[src/rtl/fpm_pkg.sv]
// Shared constants and types for the fetch pipeline and data memory map block.
package fpm_pkg;

  // Widths of the program and data paths.
  localparam int PC_W    = 13;
  localparam int WORD_W  = 14;
  localparam int DATA_W  = 8;
  localparam int LOCAL_W = 7;
  localparam int BANK_W  = 2;
  localparam int EA_W    = 9;

  // Program memory vectors.
  localparam logic [PC_W-1:0] RESET_VECTOR = 13'h0000;
  localparam logic [PC_W-1:0] IRQ_VECTOR   = 13'h0004;

  // Local offsets of the core registers, mirrored in every bank.
  localparam logic [LOCAL_W-1:0] OFF_INDIRECT  = 7'h00;
  localparam logic [LOCAL_W-1:0] OFF_PC_LOW    = 7'h02;
  localparam logic [LOCAL_W-1:0] OFF_STATUS    = 7'h03;
  localparam logic [LOCAL_W-1:0] OFF_POINTER   = 7'h04;
  localparam logic [LOCAL_W-1:0] OFF_PC_HIGH   = 7'h0A;
  localparam logic [LOCAL_W-1:0] OFF_INT_CTRL  = 7'h0B;

  // First general-purpose location of a bank; below it lie the special registers.
  localparam logic [LOCAL_W-1:0] GPR_BASE = 7'h20;

  // Field positions inside the status register.
  localparam int IND_BANK_BIT = 7;
  localparam int BANK_HI_BIT  = 6;
  localparam int BANK_LO_BIT  = 5;

  // Bits of the high latch that reach the program counter.
  localparam int PC_HIGH_USED_W = 5;

  // Reset values of the core registers.
  localparam logic [DATA_W-1:0] STATUS_RST   = 8'h00;
  localparam logic [DATA_W-1:0] POINTER_RST  = 8'h00;
  localparam logic [DATA_W-1:0] PC_HIGH_RST  = 8'h00;
  localparam logic [DATA_W-1:0] INT_CTRL_RST = 8'h00;
  localparam logic [WORD_W-1:0] WORD_RST     = 14'h0000;

  // The four phases of one instruction cycle.
  typedef enum logic [1:0] {
    FPM_PH_ONE,
    FPM_PH_TWO,
    FPM_PH_THREE,
    FPM_PH_FOUR
  } fpm_phase_t;

endpackage

[src/rtl/fpm_ram_if.sv]
// Interface between the core sequencer and its general-purpose static RAM.
`timescale 1ns/1ps
interface fpm_ram_if #(
  parameter int AW = 9,
  parameter int DW = 8
);
  logic          rd_en;    // Read strobe; data follows one clock later.
  logic          wr_en;    // Write strobe.
  logic [AW-1:0] addr;     // Banked word address.
  logic [DW-1:0] wr_data;  // Data to be written.
  logic [DW-1:0] rd_data;  // Registered read data.

  // The sequencer drives the strobes and takes the read data.
  modport ctrl (output rd_en, output wr_en, output addr, output wr_data, input rd_data);
  // The memory answers.
  modport mem (input rd_en, input wr_en, input addr, input wr_data, output rd_data);
endinterface

[src/rtl/fpm_gpr_ram.sv]
// General-purpose static RAM with a registered read port.
`timescale 1ns/1ps
module fpm_gpr_ram #(
  parameter int AW = 9,
  parameter int DW = 8
) (
  input  wire logic core_clk,
  input  wire logic arst_n,
  fpm_ram_if.mem    bus
);
  import fpm_pkg::*;

  // Storage array; contents are undefined after power-up, as for real RAM.
  logic [DW-1:0] mem_r [0:(2**AW)-1];
  // Read data register.
  logic [DW-1:0] rd_data_r;

  // Array write; no reset so it maps onto plain RAM cells.
  always_ff @(posedge core_clk)
  begin
    if (bus.wr_en)
    begin
      mem_r[bus.addr] <= bus.wr_data;
    end
  end

  // Read register, cleared by reset so the port shows zero until its first read.
  always_ff @(posedge core_clk or negedge arst_n)
  begin
    if (!arst_n)
    begin
      rd_data_r <= '0;
    end
    else if (bus.rd_en)
    begin
      rd_data_r <= mem_r[bus.addr];
    end
  end

  assign bus.rd_data = rd_data_r;
endmodule

[src/rtl/fpm_core.sv]
// Phase generator, fetch/execute pipeline and banked data memory decoder.
`timescale 1ns/1ps
// Function
// - Clock divided by four into phases
// - Program counter increments in phase one
// - Program word latched in phase four
// - Instruction register loads in phase one
// - Operand read phase two, write phase four
// - Fetch overlaps execute, one per cycle
// - Program counter change flushes fetched word
// - Program counter is thirteen bits wide
// - Small variants wrap fetch address
// - Reset starts fetch at address zero
// - Interrupt redirects fetch to address four
// - Status bits six, five select bank
// - Each bank spans 128 locations
// - Low addresses special, upper addresses RAM
// - Core registers mirrored across banks
// - Direct and pointer-based indirect access
// - Location zero redirects through pointer
// - Unimplemented locations read as zero
module fpm_core #(
  parameter int PROG_AW   = 13,  // Implemented program address bits: 11, 12 or 13.
  parameter int GPR_BANKS = 2    // Banks that hold general-purpose RAM.
) (
  input  wire logic                        core_clk,
  input  wire logic                        arst_n,
  output logic [fpm_pkg::PC_W-1:0]         prog_addr,
  input  wire logic [fpm_pkg::WORD_W-1:0]  prog_data,
  output logic                             phase_one,
  output logic                             phase_two,
  output logic                             phase_three,
  output logic                             phase_four,
  output logic [fpm_pkg::WORD_W-1:0]       instr_word,
  output logic                             instr_valid,
  input  wire logic [fpm_pkg::LOCAL_W-1:0] exec_file_addr,
  input  wire logic                        exec_wr_en,
  input  wire logic [fpm_pkg::DATA_W-1:0]  exec_wr_data,
  input  wire logic                        branch_req,
  input  wire logic [fpm_pkg::PC_W-1:0]    branch_target,
  input  wire logic                        irq_req,
  output logic                             irq_ack,
  output logic [fpm_pkg::DATA_W-1:0]       operand,
  output logic                             bank_select_high,
  output logic                             bank_select_low,
  output logic [fpm_pkg::DATA_W-1:0]       interrupt_control_reg
);
  import fpm_pkg::*;

  // Address mask that drops counter bits above the implemented program memory.
  localparam logic [PC_W-1:0]   PROG_MASK   = PC_W'((1 << PROG_AW) - 1);
  // Number of RAM banks at the width of the bank comparison.
  localparam logic [BANK_W:0]   GPR_BANKS_L = (BANK_W + 1)'(GPR_BANKS);

  // Phase sequencer state and its registered one-hot copies.
  fpm_phase_t       phase_r;
  fpm_phase_t       phase_nxt;
  logic             phase_one_r;
  logic             phase_two_r;
  logic             phase_three_r;
  logic             phase_four_r;

  // Fetch side of the pipeline.
  logic [PC_W-1:0]   pc_r;          // Program counter.
  logic [PC_W-1:0]   pc_nxt;        // Its next value.
  logic [PC_W-1:0]   prog_addr_r;   // Wrapped address presented to program memory.
  logic [WORD_W-1:0] fetch_word_r;  // Word latched at the end of the fetch cycle.
  logic              fetch_valid_r; // Low when the fetched word was flushed.
  logic              fetch_run_r;   // High once a real fetch cycle has begun.

  // Execute side of the pipeline.
  logic [WORD_W-1:0] ir_r;          // Instruction register.
  logic              ir_valid_r;    // High when the instruction register holds real work.
  logic              irq_ack_r;     // One-cycle acknowledge of a taken interrupt.

  // Core registers, reached from every bank.
  logic [DATA_W-1:0] status_r;
  logic [DATA_W-1:0] pointer_r;
  logic [DATA_W-1:0] pc_high_r;
  logic [DATA_W-1:0] int_ctrl_r;

  // Operand path.
  logic              sel_gpr_r;     // Operand comes from RAM.
  logic [DATA_W-1:0] core_val_r;    // Operand captured from the core registers.
  logic [DATA_W-1:0] operand_r;     // Operand handed to the execute logic.

  // Decoded phases of the present clock cycle.
  wire in_ph1 = (phase_r == FPM_PH_ONE);
  wire in_ph2 = (phase_r == FPM_PH_TWO);
  wire in_ph3 = (phase_r == FPM_PH_THREE);
  wire in_ph4 = (phase_r == FPM_PH_FOUR);

  // Address location zero selects the pointer instead of a physical register.
  wire              is_indirect = (exec_file_addr == OFF_INDIRECT);
  // Effective nine-bit address: bank bits plus local offset.
  wire [EA_W-1:0]   eff_addr    = is_indirect ?
                                  {status_r[IND_BANK_BIT], pointer_r} :
                                  {status_r[BANK_HI_BIT], status_r[BANK_LO_BIT],
                                   exec_file_addr};
  // Local offset inside the bank and the bank number; each bank spans 128 places.
  wire [LOCAL_W-1:0] loc        = eff_addr[LOCAL_W-1:0];
  wire [BANK_W-1:0]  bank       = eff_addr[EA_W-1:LOCAL_W];

  // Core register hits ignore the bank, which mirrors them everywhere.
  wire hit_pc_low   = (loc == OFF_PC_LOW);
  wire hit_status   = (loc == OFF_STATUS);
  wire hit_pointer  = (loc == OFF_POINTER);
  wire hit_pc_high  = (loc == OFF_PC_HIGH);
  wire hit_int_ctrl = (loc == OFF_INT_CTRL);
  wire core_hit     = hit_pc_low | hit_status | hit_pointer | hit_pc_high | hit_int_ctrl;

  // Locations above the special region of a RAM-equipped bank go to RAM.
  wire gpr_hit = (loc >= GPR_BASE) && ({1'b0, bank} < GPR_BANKS_L);

  // Core register read value; anything unimplemented, including the window
  // reached through itself, reads as zero.
  wire [DATA_W-1:0] core_rd_val = hit_pc_low   ? pc_r[DATA_W-1:0] :
                                  hit_status   ? status_r :
                                  hit_pointer  ? pointer_r :
                                  hit_pc_high  ? pc_high_r :
                                  hit_int_ctrl ? int_ctrl_r :
                                  '0;

  // A flushed slot writes nothing, so the discarded word has no side effect.
  wire wr_ok    = in_ph4 && exec_wr_en && ir_valid_r;
  wire pcl_wr   = wr_ok && hit_pc_low;
  // Interrupt wins over a branch and over a computed jump in the same cycle.
  wire take_irq = in_ph4 && irq_req;
  wire take_br  = in_ph4 && ir_valid_r && branch_req;
  wire redirect = take_irq || take_br || pcl_wr;

  // Computed jump target: high latch bits joined with the written low byte.
  wire [PC_W-1:0] pcl_target = {pc_high_r[PC_HIGH_USED_W-1:0], exec_wr_data};

  // RAM port wiring; the read issues in phase two, the write lands in phase four.
  fpm_ram_if #(.AW(EA_W), .DW(DATA_W)) ram_bus ();
  assign ram_bus.rd_en   = in_ph2 && gpr_hit;
  assign ram_bus.wr_en   = wr_ok && gpr_hit;
  assign ram_bus.addr    = eff_addr;
  assign ram_bus.wr_data = exec_wr_data;

  // Backing store for the general-purpose locations.
  fpm_gpr_ram #(.AW(EA_W), .DW(DATA_W)) i_fpm_gpr_ram (
    .core_clk (core_clk),
    .arst_n   (arst_n),
    .bus      (ram_bus)
  );

  // Phase rotation; reset parks in phase four so the first cycle is phase one.
  always_comb
  begin
    case (phase_r)
      FPM_PH_ONE:   phase_nxt = FPM_PH_TWO;
      FPM_PH_TWO:   phase_nxt = FPM_PH_THREE;
      FPM_PH_THREE: phase_nxt = FPM_PH_FOUR;
      FPM_PH_FOUR:  phase_nxt = FPM_PH_ONE;
      default:      phase_nxt = FPM_PH_ONE;
    endcase
  end

  // Next program counter. Increment in phase one, redirect in phase four.
  always_comb
  begin
    pc_nxt = pc_r;
    if (in_ph1)
    begin
      pc_nxt = pc_r + 13'h0001;
    end
    else if (take_irq)
    begin
      pc_nxt = IRQ_VECTOR;
    end
    else if (take_br)
    begin
      pc_nxt = branch_target;
    end
    else if (pcl_wr)
    begin
      pc_nxt = pcl_target;
    end
  end

  // Phase state and its one-hot outputs, registered together so they never skew.
  always_ff @(posedge core_clk or negedge arst_n)
  begin
    if (!arst_n)
    begin
      phase_r       <= FPM_PH_FOUR;
      phase_one_r   <= 1'b0;
      phase_two_r   <= 1'b0;
      phase_three_r <= 1'b0;
      phase_four_r  <= 1'b1;
    end
    else
    begin
      phase_r       <= phase_nxt;
      phase_one_r   <= (phase_nxt == FPM_PH_ONE);
      phase_two_r   <= (phase_nxt == FPM_PH_TWO);
      phase_three_r <= (phase_nxt == FPM_PH_THREE);
      phase_four_r  <= (phase_nxt == FPM_PH_FOUR);
    end
  end

  // Fetch: present the wrapped address in phase one, latch the word in phase four.
  // Masking keeps the counter itself at full width, so a wrapped fetch still
  // reports the unwrapped counter value through the low byte register.
  // Reset parks in phase four, so the first edge would latch a word that was
  // never addressed; it stays invalid until a real fetch cycle has run.
  always_ff @(posedge core_clk or negedge arst_n)
  begin
    if (!arst_n)
    begin
      pc_r          <= RESET_VECTOR;
      prog_addr_r   <= RESET_VECTOR;
      fetch_word_r  <= WORD_RST;
      fetch_valid_r <= 1'b0;
      fetch_run_r   <= 1'b0;
    end
    else
    begin
      pc_r <= pc_nxt;
      if (in_ph1)
      begin
        prog_addr_r <= pc_r & PROG_MASK;
        fetch_run_r <= 1'b1;
      end
      if (in_ph4)
      begin
        fetch_word_r  <= prog_data;
        fetch_valid_r <= fetch_run_r && !redirect;
      end
    end
  end

  // Execute: the fetched word moves into the instruction register in phase one
  // while the next fetch starts, which gives one instruction per cycle.
  always_ff @(posedge core_clk or negedge arst_n)
  begin
    if (!arst_n)
    begin
      ir_r       <= WORD_RST;
      ir_valid_r <= 1'b0;
      irq_ack_r  <= 1'b0;
    end
    else
    begin
      if (in_ph1)
      begin
        ir_r       <= fetch_word_r;
        ir_valid_r <= fetch_valid_r;
      end
      irq_ack_r <= take_irq;
    end
  end

  // Core register writes in phase four; every bank reaches the same flops.
  always_ff @(posedge core_clk or negedge arst_n)
  begin
    if (!arst_n)
    begin
      status_r   <= STATUS_RST;
      pointer_r  <= POINTER_RST;
      pc_high_r  <= PC_HIGH_RST;
      int_ctrl_r <= INT_CTRL_RST;
    end
    else if (wr_ok)
    begin
      if (hit_status)
      begin
        status_r <= exec_wr_data;
      end
      if (hit_pointer)
      begin
        pointer_r <= exec_wr_data;
      end
      if (hit_pc_high)
      begin
        pc_high_r <= exec_wr_data;
      end
      if (hit_int_ctrl)
      begin
        int_ctrl_r <= exec_wr_data;
      end
    end
  end

  // Operand: select in phase two, merge with the RAM read data in phase three.
  // The RAM answers one clock late, hence the extra stage.
  always_ff @(posedge core_clk or negedge arst_n)
  begin
    if (!arst_n)
    begin
      sel_gpr_r  <= 1'b0;
      core_val_r <= '0;
      operand_r  <= '0;
    end
    else
    begin
      if (in_ph2)
      begin
        sel_gpr_r  <= gpr_hit;
        core_val_r <= core_rd_val;
      end
      if (in_ph3)
      begin
        operand_r <= sel_gpr_r ? ram_bus.rd_data : core_val_r;
      end
    end
  end

  // Ports straight from their flip-flops.
  assign prog_addr             = prog_addr_r;
  assign phase_one             = phase_one_r;
  assign phase_two             = phase_two_r;
  assign phase_three           = phase_three_r;
  assign phase_four            = phase_four_r;
  assign instr_word            = ir_r;
  assign instr_valid           = ir_valid_r;
  assign irq_ack               = irq_ack_r;
  assign operand               = operand_r;
  assign bank_select_high      = status_r[BANK_HI_BIT];
  assign bank_select_low       = status_r[BANK_LO_BIT];
  assign interrupt_control_reg = int_ctrl_r;
endmodule

[config.mk]
export PLATFORM = sky130hd
export DESIGN_NAME = fpm_core
export DESIGN_NICKNAME = d
export VERILOG_FILES = /design/src/rtl/fpm_pkg.sv /design/src/rtl/fpm_ram_if.sv /design/src/rtl/fpm_gpr_ram.sv /design/src/rtl/fpm_core.sv
export SDC_FILE = /design/constraint.sdc
export NUM_CORES = 2
export LEC_CHECK = 0
export ABC_AREA = 1
export BUFFER_PORTS_ARGS = -buffer_cell sky130_fd_sc_hd__buf_2
export CORE_MARGIN = 4
export CORE_UTILIZATION = 44
export DETAILED_ROUTE_END_ITERATION = 10
export HOLD_SLACK_MARGIN = 0.15
export PLACE_DENSITY = 0.68
export SLEW_MARGIN = 20
export SYNTH_ARGS = -nofsm -noshare
export SYNTH_HDL_FRONTEND = slang
export SYNTH_SLANG_ARGS = --single-unit
[constraint.sdc]
create_clock -name core_clk -period 4.75 [get_ports core_clk]
set_input_delay 0.2375 -clock core_clk [delete_from_list [all_inputs] [get_ports core_clk]]
set_output_delay 0.2375 -clock core_clk [all_outputs]
set_load 0.01 [all_outputs]
==> reports/results.txt <==
Outcome -> complete, no violations
Wirelength per Cell -> 17.6 um
Worst path depth -> 14
Clk sinks -> 3529
Routability Congestion -> 0.867
Final setup fails -> 0
Die Width -> 581 um
Max FFs per register -> 3408
Maximum VDD drop -> 0.327 mV
Ys flop type -> edfxtp_1
Vias in the first global route -> 93.4k
Final #Nets -> 15.7k
Root buf cell -> clkbuf_16
Synthesis-to-layout area growth -> 18.3%
Reg area -> 105000 um2
Yosys reg bits -> 3529
RSZ-0062 raised after global routing -> no
Post-Syn Area -> 145000 um2
Initial DRT Pass Iterations -> 8
Crit-path cells -> a21oi_2 -> inv_2 -> nor2_4 -> buf_12 -> inv_1 -> nor2_1 -> nand2_1 -> o211ai_2 -> nor2_2 -> inv_2 -> nand2_1 -> o21ai_0 -> dlygate4sd3_1 -> o21ai_0
Sequential share of the synthesized area -> 0.728
Largest net degree at the start of global routing -> 233
Rel. slew slack -> 0.153
WP data required -> 5.52 ns
CP max stage cell -> nor2_4
Vias per cell -> 4.84
Tightest Pin Transition -> 1.27 ns
Critical-path maximum fanout -> 36
Vias -> 98.1k
Synth area leader -> edfxtp_1
Largest cells by area after synthesis -> edfxtp_1, nand2_1, dfrtp_1, nor2_1, nand3_1
R2r worst-path depth -> 14
Die Y -> 581 um
First-pass GRT wire length -> 546000 um
Hold Slack -> 0.257 ns
Ys async rst share -> 0.0343
Top reg by flops -> i_fpm_gpr_ram.mem_r
Pwr Density -> 404 nW/um2
Cts hold-fix bufs -> 57
Critical Path End Type -> flip-flop
WS Path Type -> flip-flop to flip-flop
Most frequent cells in the layout -> nand2_1, edfxtp_1, conb_1, nor2_1, nand3_1
Final period utilization -> 0.877
Max cap viols -> 0
Hold Path Stages -> 4
Class of the worst hold path -> input port to flip-flop
Dpl hpwl -> 203000 um
Commonest non-fill, non-tap cell in the layout -> nand2_1
Mean post-synth cell area -> 10.7 um2
Initial antenna violation count -> 6
P_leak -> 72.5 nW
Worst-path clk slew -> 0.06 ns
Fmax -> 240 MHz
Synth Instances -> 13.5k
Post-CTS repair timing setup buffer count -> 0
DRT iter0 DRCs -> 9794
Yosys top cell area share -> 0.707
Yosys warnings -> 0
Fill cell count -> 28.6k
PortBufs -> 97
Final Hold Vio Count -> 0
Final Max Tran Viols -> 0
Layout cell share with drive strength beyond 1 -> 0.0646
H-Tree Depth -> 5
Total track usage -> 0.207
Die Area -> 338000 um2
Post-route ant nets -> 0
Min cycle time layout -> 4.17 ns
Crit path launch type -> flip-flop
Area of the multi-input gates -> 43100 um2
Synth cell types -> 38
CTS Buf Count -> 367
Worst-skew pair later-pin latency -> 0.97 ns
Post_cts resized -> 0
Rows -> 210
Fin Setup TNS -> 0 ns
Clock skew -> 0.0669 ns
Maximum clock insertion buffer count -> 4
Max incr delay on CP -> 0.58 ns
EDFF count, synth -> 3408
Worst Path Buf+Inv -> 5
Total wire length -> 358000 um
CP top delay family -> buffers and inverters
WP data arrival -> 4.93 ns
I/O Pins -> 98
Core area -> 327000 um2
Total gr overflow -> 0
Residual DRC count -> 0
CTS tree -> done
Initial core utilization -> 0.442
-- final cells by class --
type,count,area share
clock buffers,460,0.0569
inverters,104,0.00249
well taps,4346,0.0318
diodes,5,0.0000731
repair buffers,526,0.0286
flip-flops and latches,3529,0.616
clock inverters,214,0.0131
multi-input cells,11100,0.252
-- metal layers --
| metal | track usage | wire length, um | share of wire | vias to the layer above |
|---|---|---|---|---|
| li1 | - | - | - | 47000 |
| met1 | 0.276 | 144000 | 0.40 | 46700 |
| met2 | 0.340 | 169000 | 0.47 | 3574 |
| met3 | 0.0353 | 29000 | 0.081 | 786 |
| met4 | 0.0823 | 15300 | 0.043 | 4 |
| met5 | 0 | 27 | 0.000076 | - |
-- logic make-up after synthesis --
family / Yosys count / synth area share
and+or+nand+nor: 8859 / 0.235
AOI/OAI and AO/OA: 358 / 0.0130
xor gates and xnor gates: 2 / 0.000121
adders and majority gates: 6 / 0.000519
DFF: 3529 / 0.728
other: 1 / 0.0000259
buffers and inverters: 790 / 0.0232
-- path summary, 6_finish.rpt --
path / from / end / slack [ns]
min in group asynchronous: arst_n / instr_word[12] / 0.43
setup / recovery: pointer_r[2] / pc_r[0] / 0.58
hold reg to reg: fetch_word_r[12] / instr_word[12] / 0.44
hold / removal: branch_target[7] / pc_r[7] / 0.26
setup reg to reg: pointer_r[2] / pc_r[0] / 0.58
max in group asynchronous: arst_n / i_fpm_gpr_ram.bus.rd_data[7] / 3.52
-- worst register-to-register path, stage by stage, from the launching register on --
cell	delay [ns]
dfrtp_1	0.41
a21oi_2	0.47
inv_2	0.11
nor2_4	0.58
buf_12	0.32
inv_1	0.13
nor2_1	0.27
nand2_1	0.25
o211ai_2	0.27
nor2_2	0.14
inv_2	0.27
nand2_1	0.09
o21ai_0	0.08
dlygate4sd3_1	0.56
o21ai_0	0.07
-- stage by stage --
stage | std cells | total power [W] | cell area [um2] | setup slack (ns) | utilization
after global placement | 19500 | 0.0411 | 159000 | 0.789 | 0.484
after detailed placement | 19500 | 0.0412 | 159000 | 0.774 | 0.484
after CTS | 20300 | 0.0696 | 171000 | 0.661 | 0.523
final | 20300 | 0.0691 | 171000 | 0.582 | 0.523
after floorplan | 15400 | 0.0392 | 152000 | 2.02 | -
after global routing | 20300 | 0.0716 | 171000 | 0.371 | 0.523
-- power by group --
part           switching, W  internal [W]
logic               0.00340       0.00120
registers          0.000382        0.0357
clock network        0.0120        0.0165
-- synthesized netlist by cell type (3+ instances only) --
| cell | count |
|---|---|
| edfxtp_1 | 3408 |
| nand3_1 | 500 |
| o21ai_0 | 153 |
| o21ai_1 | 56 |
| inv_1 | 89 |
| ha_1 | 6 |
| clkbuf_1 | 323 |
| nor2_2 | 6 |
| dfstp_2 | 3 |
| a21oi_1 | 115 |
| a221oi_1 | 4 |
| o31ai_1 | 4 |
| nor2_1 | 720 |
| dfrtp_1 | 118 |
| nand2_1 | 7603 |
| buf_1 | 58 |
| buf_4 | 4 |
| clkinv_1 | 4 |
| a2111oi_0 | 4 |
| nor3_1 | 5 |
| a31oi_1 | 13 |
| or2_2 | 11 |
| nand4_1 | 9 |
| inv_2 | 11 |
| buf_2 | 301 |
Power figures use the tool's default switching activity.
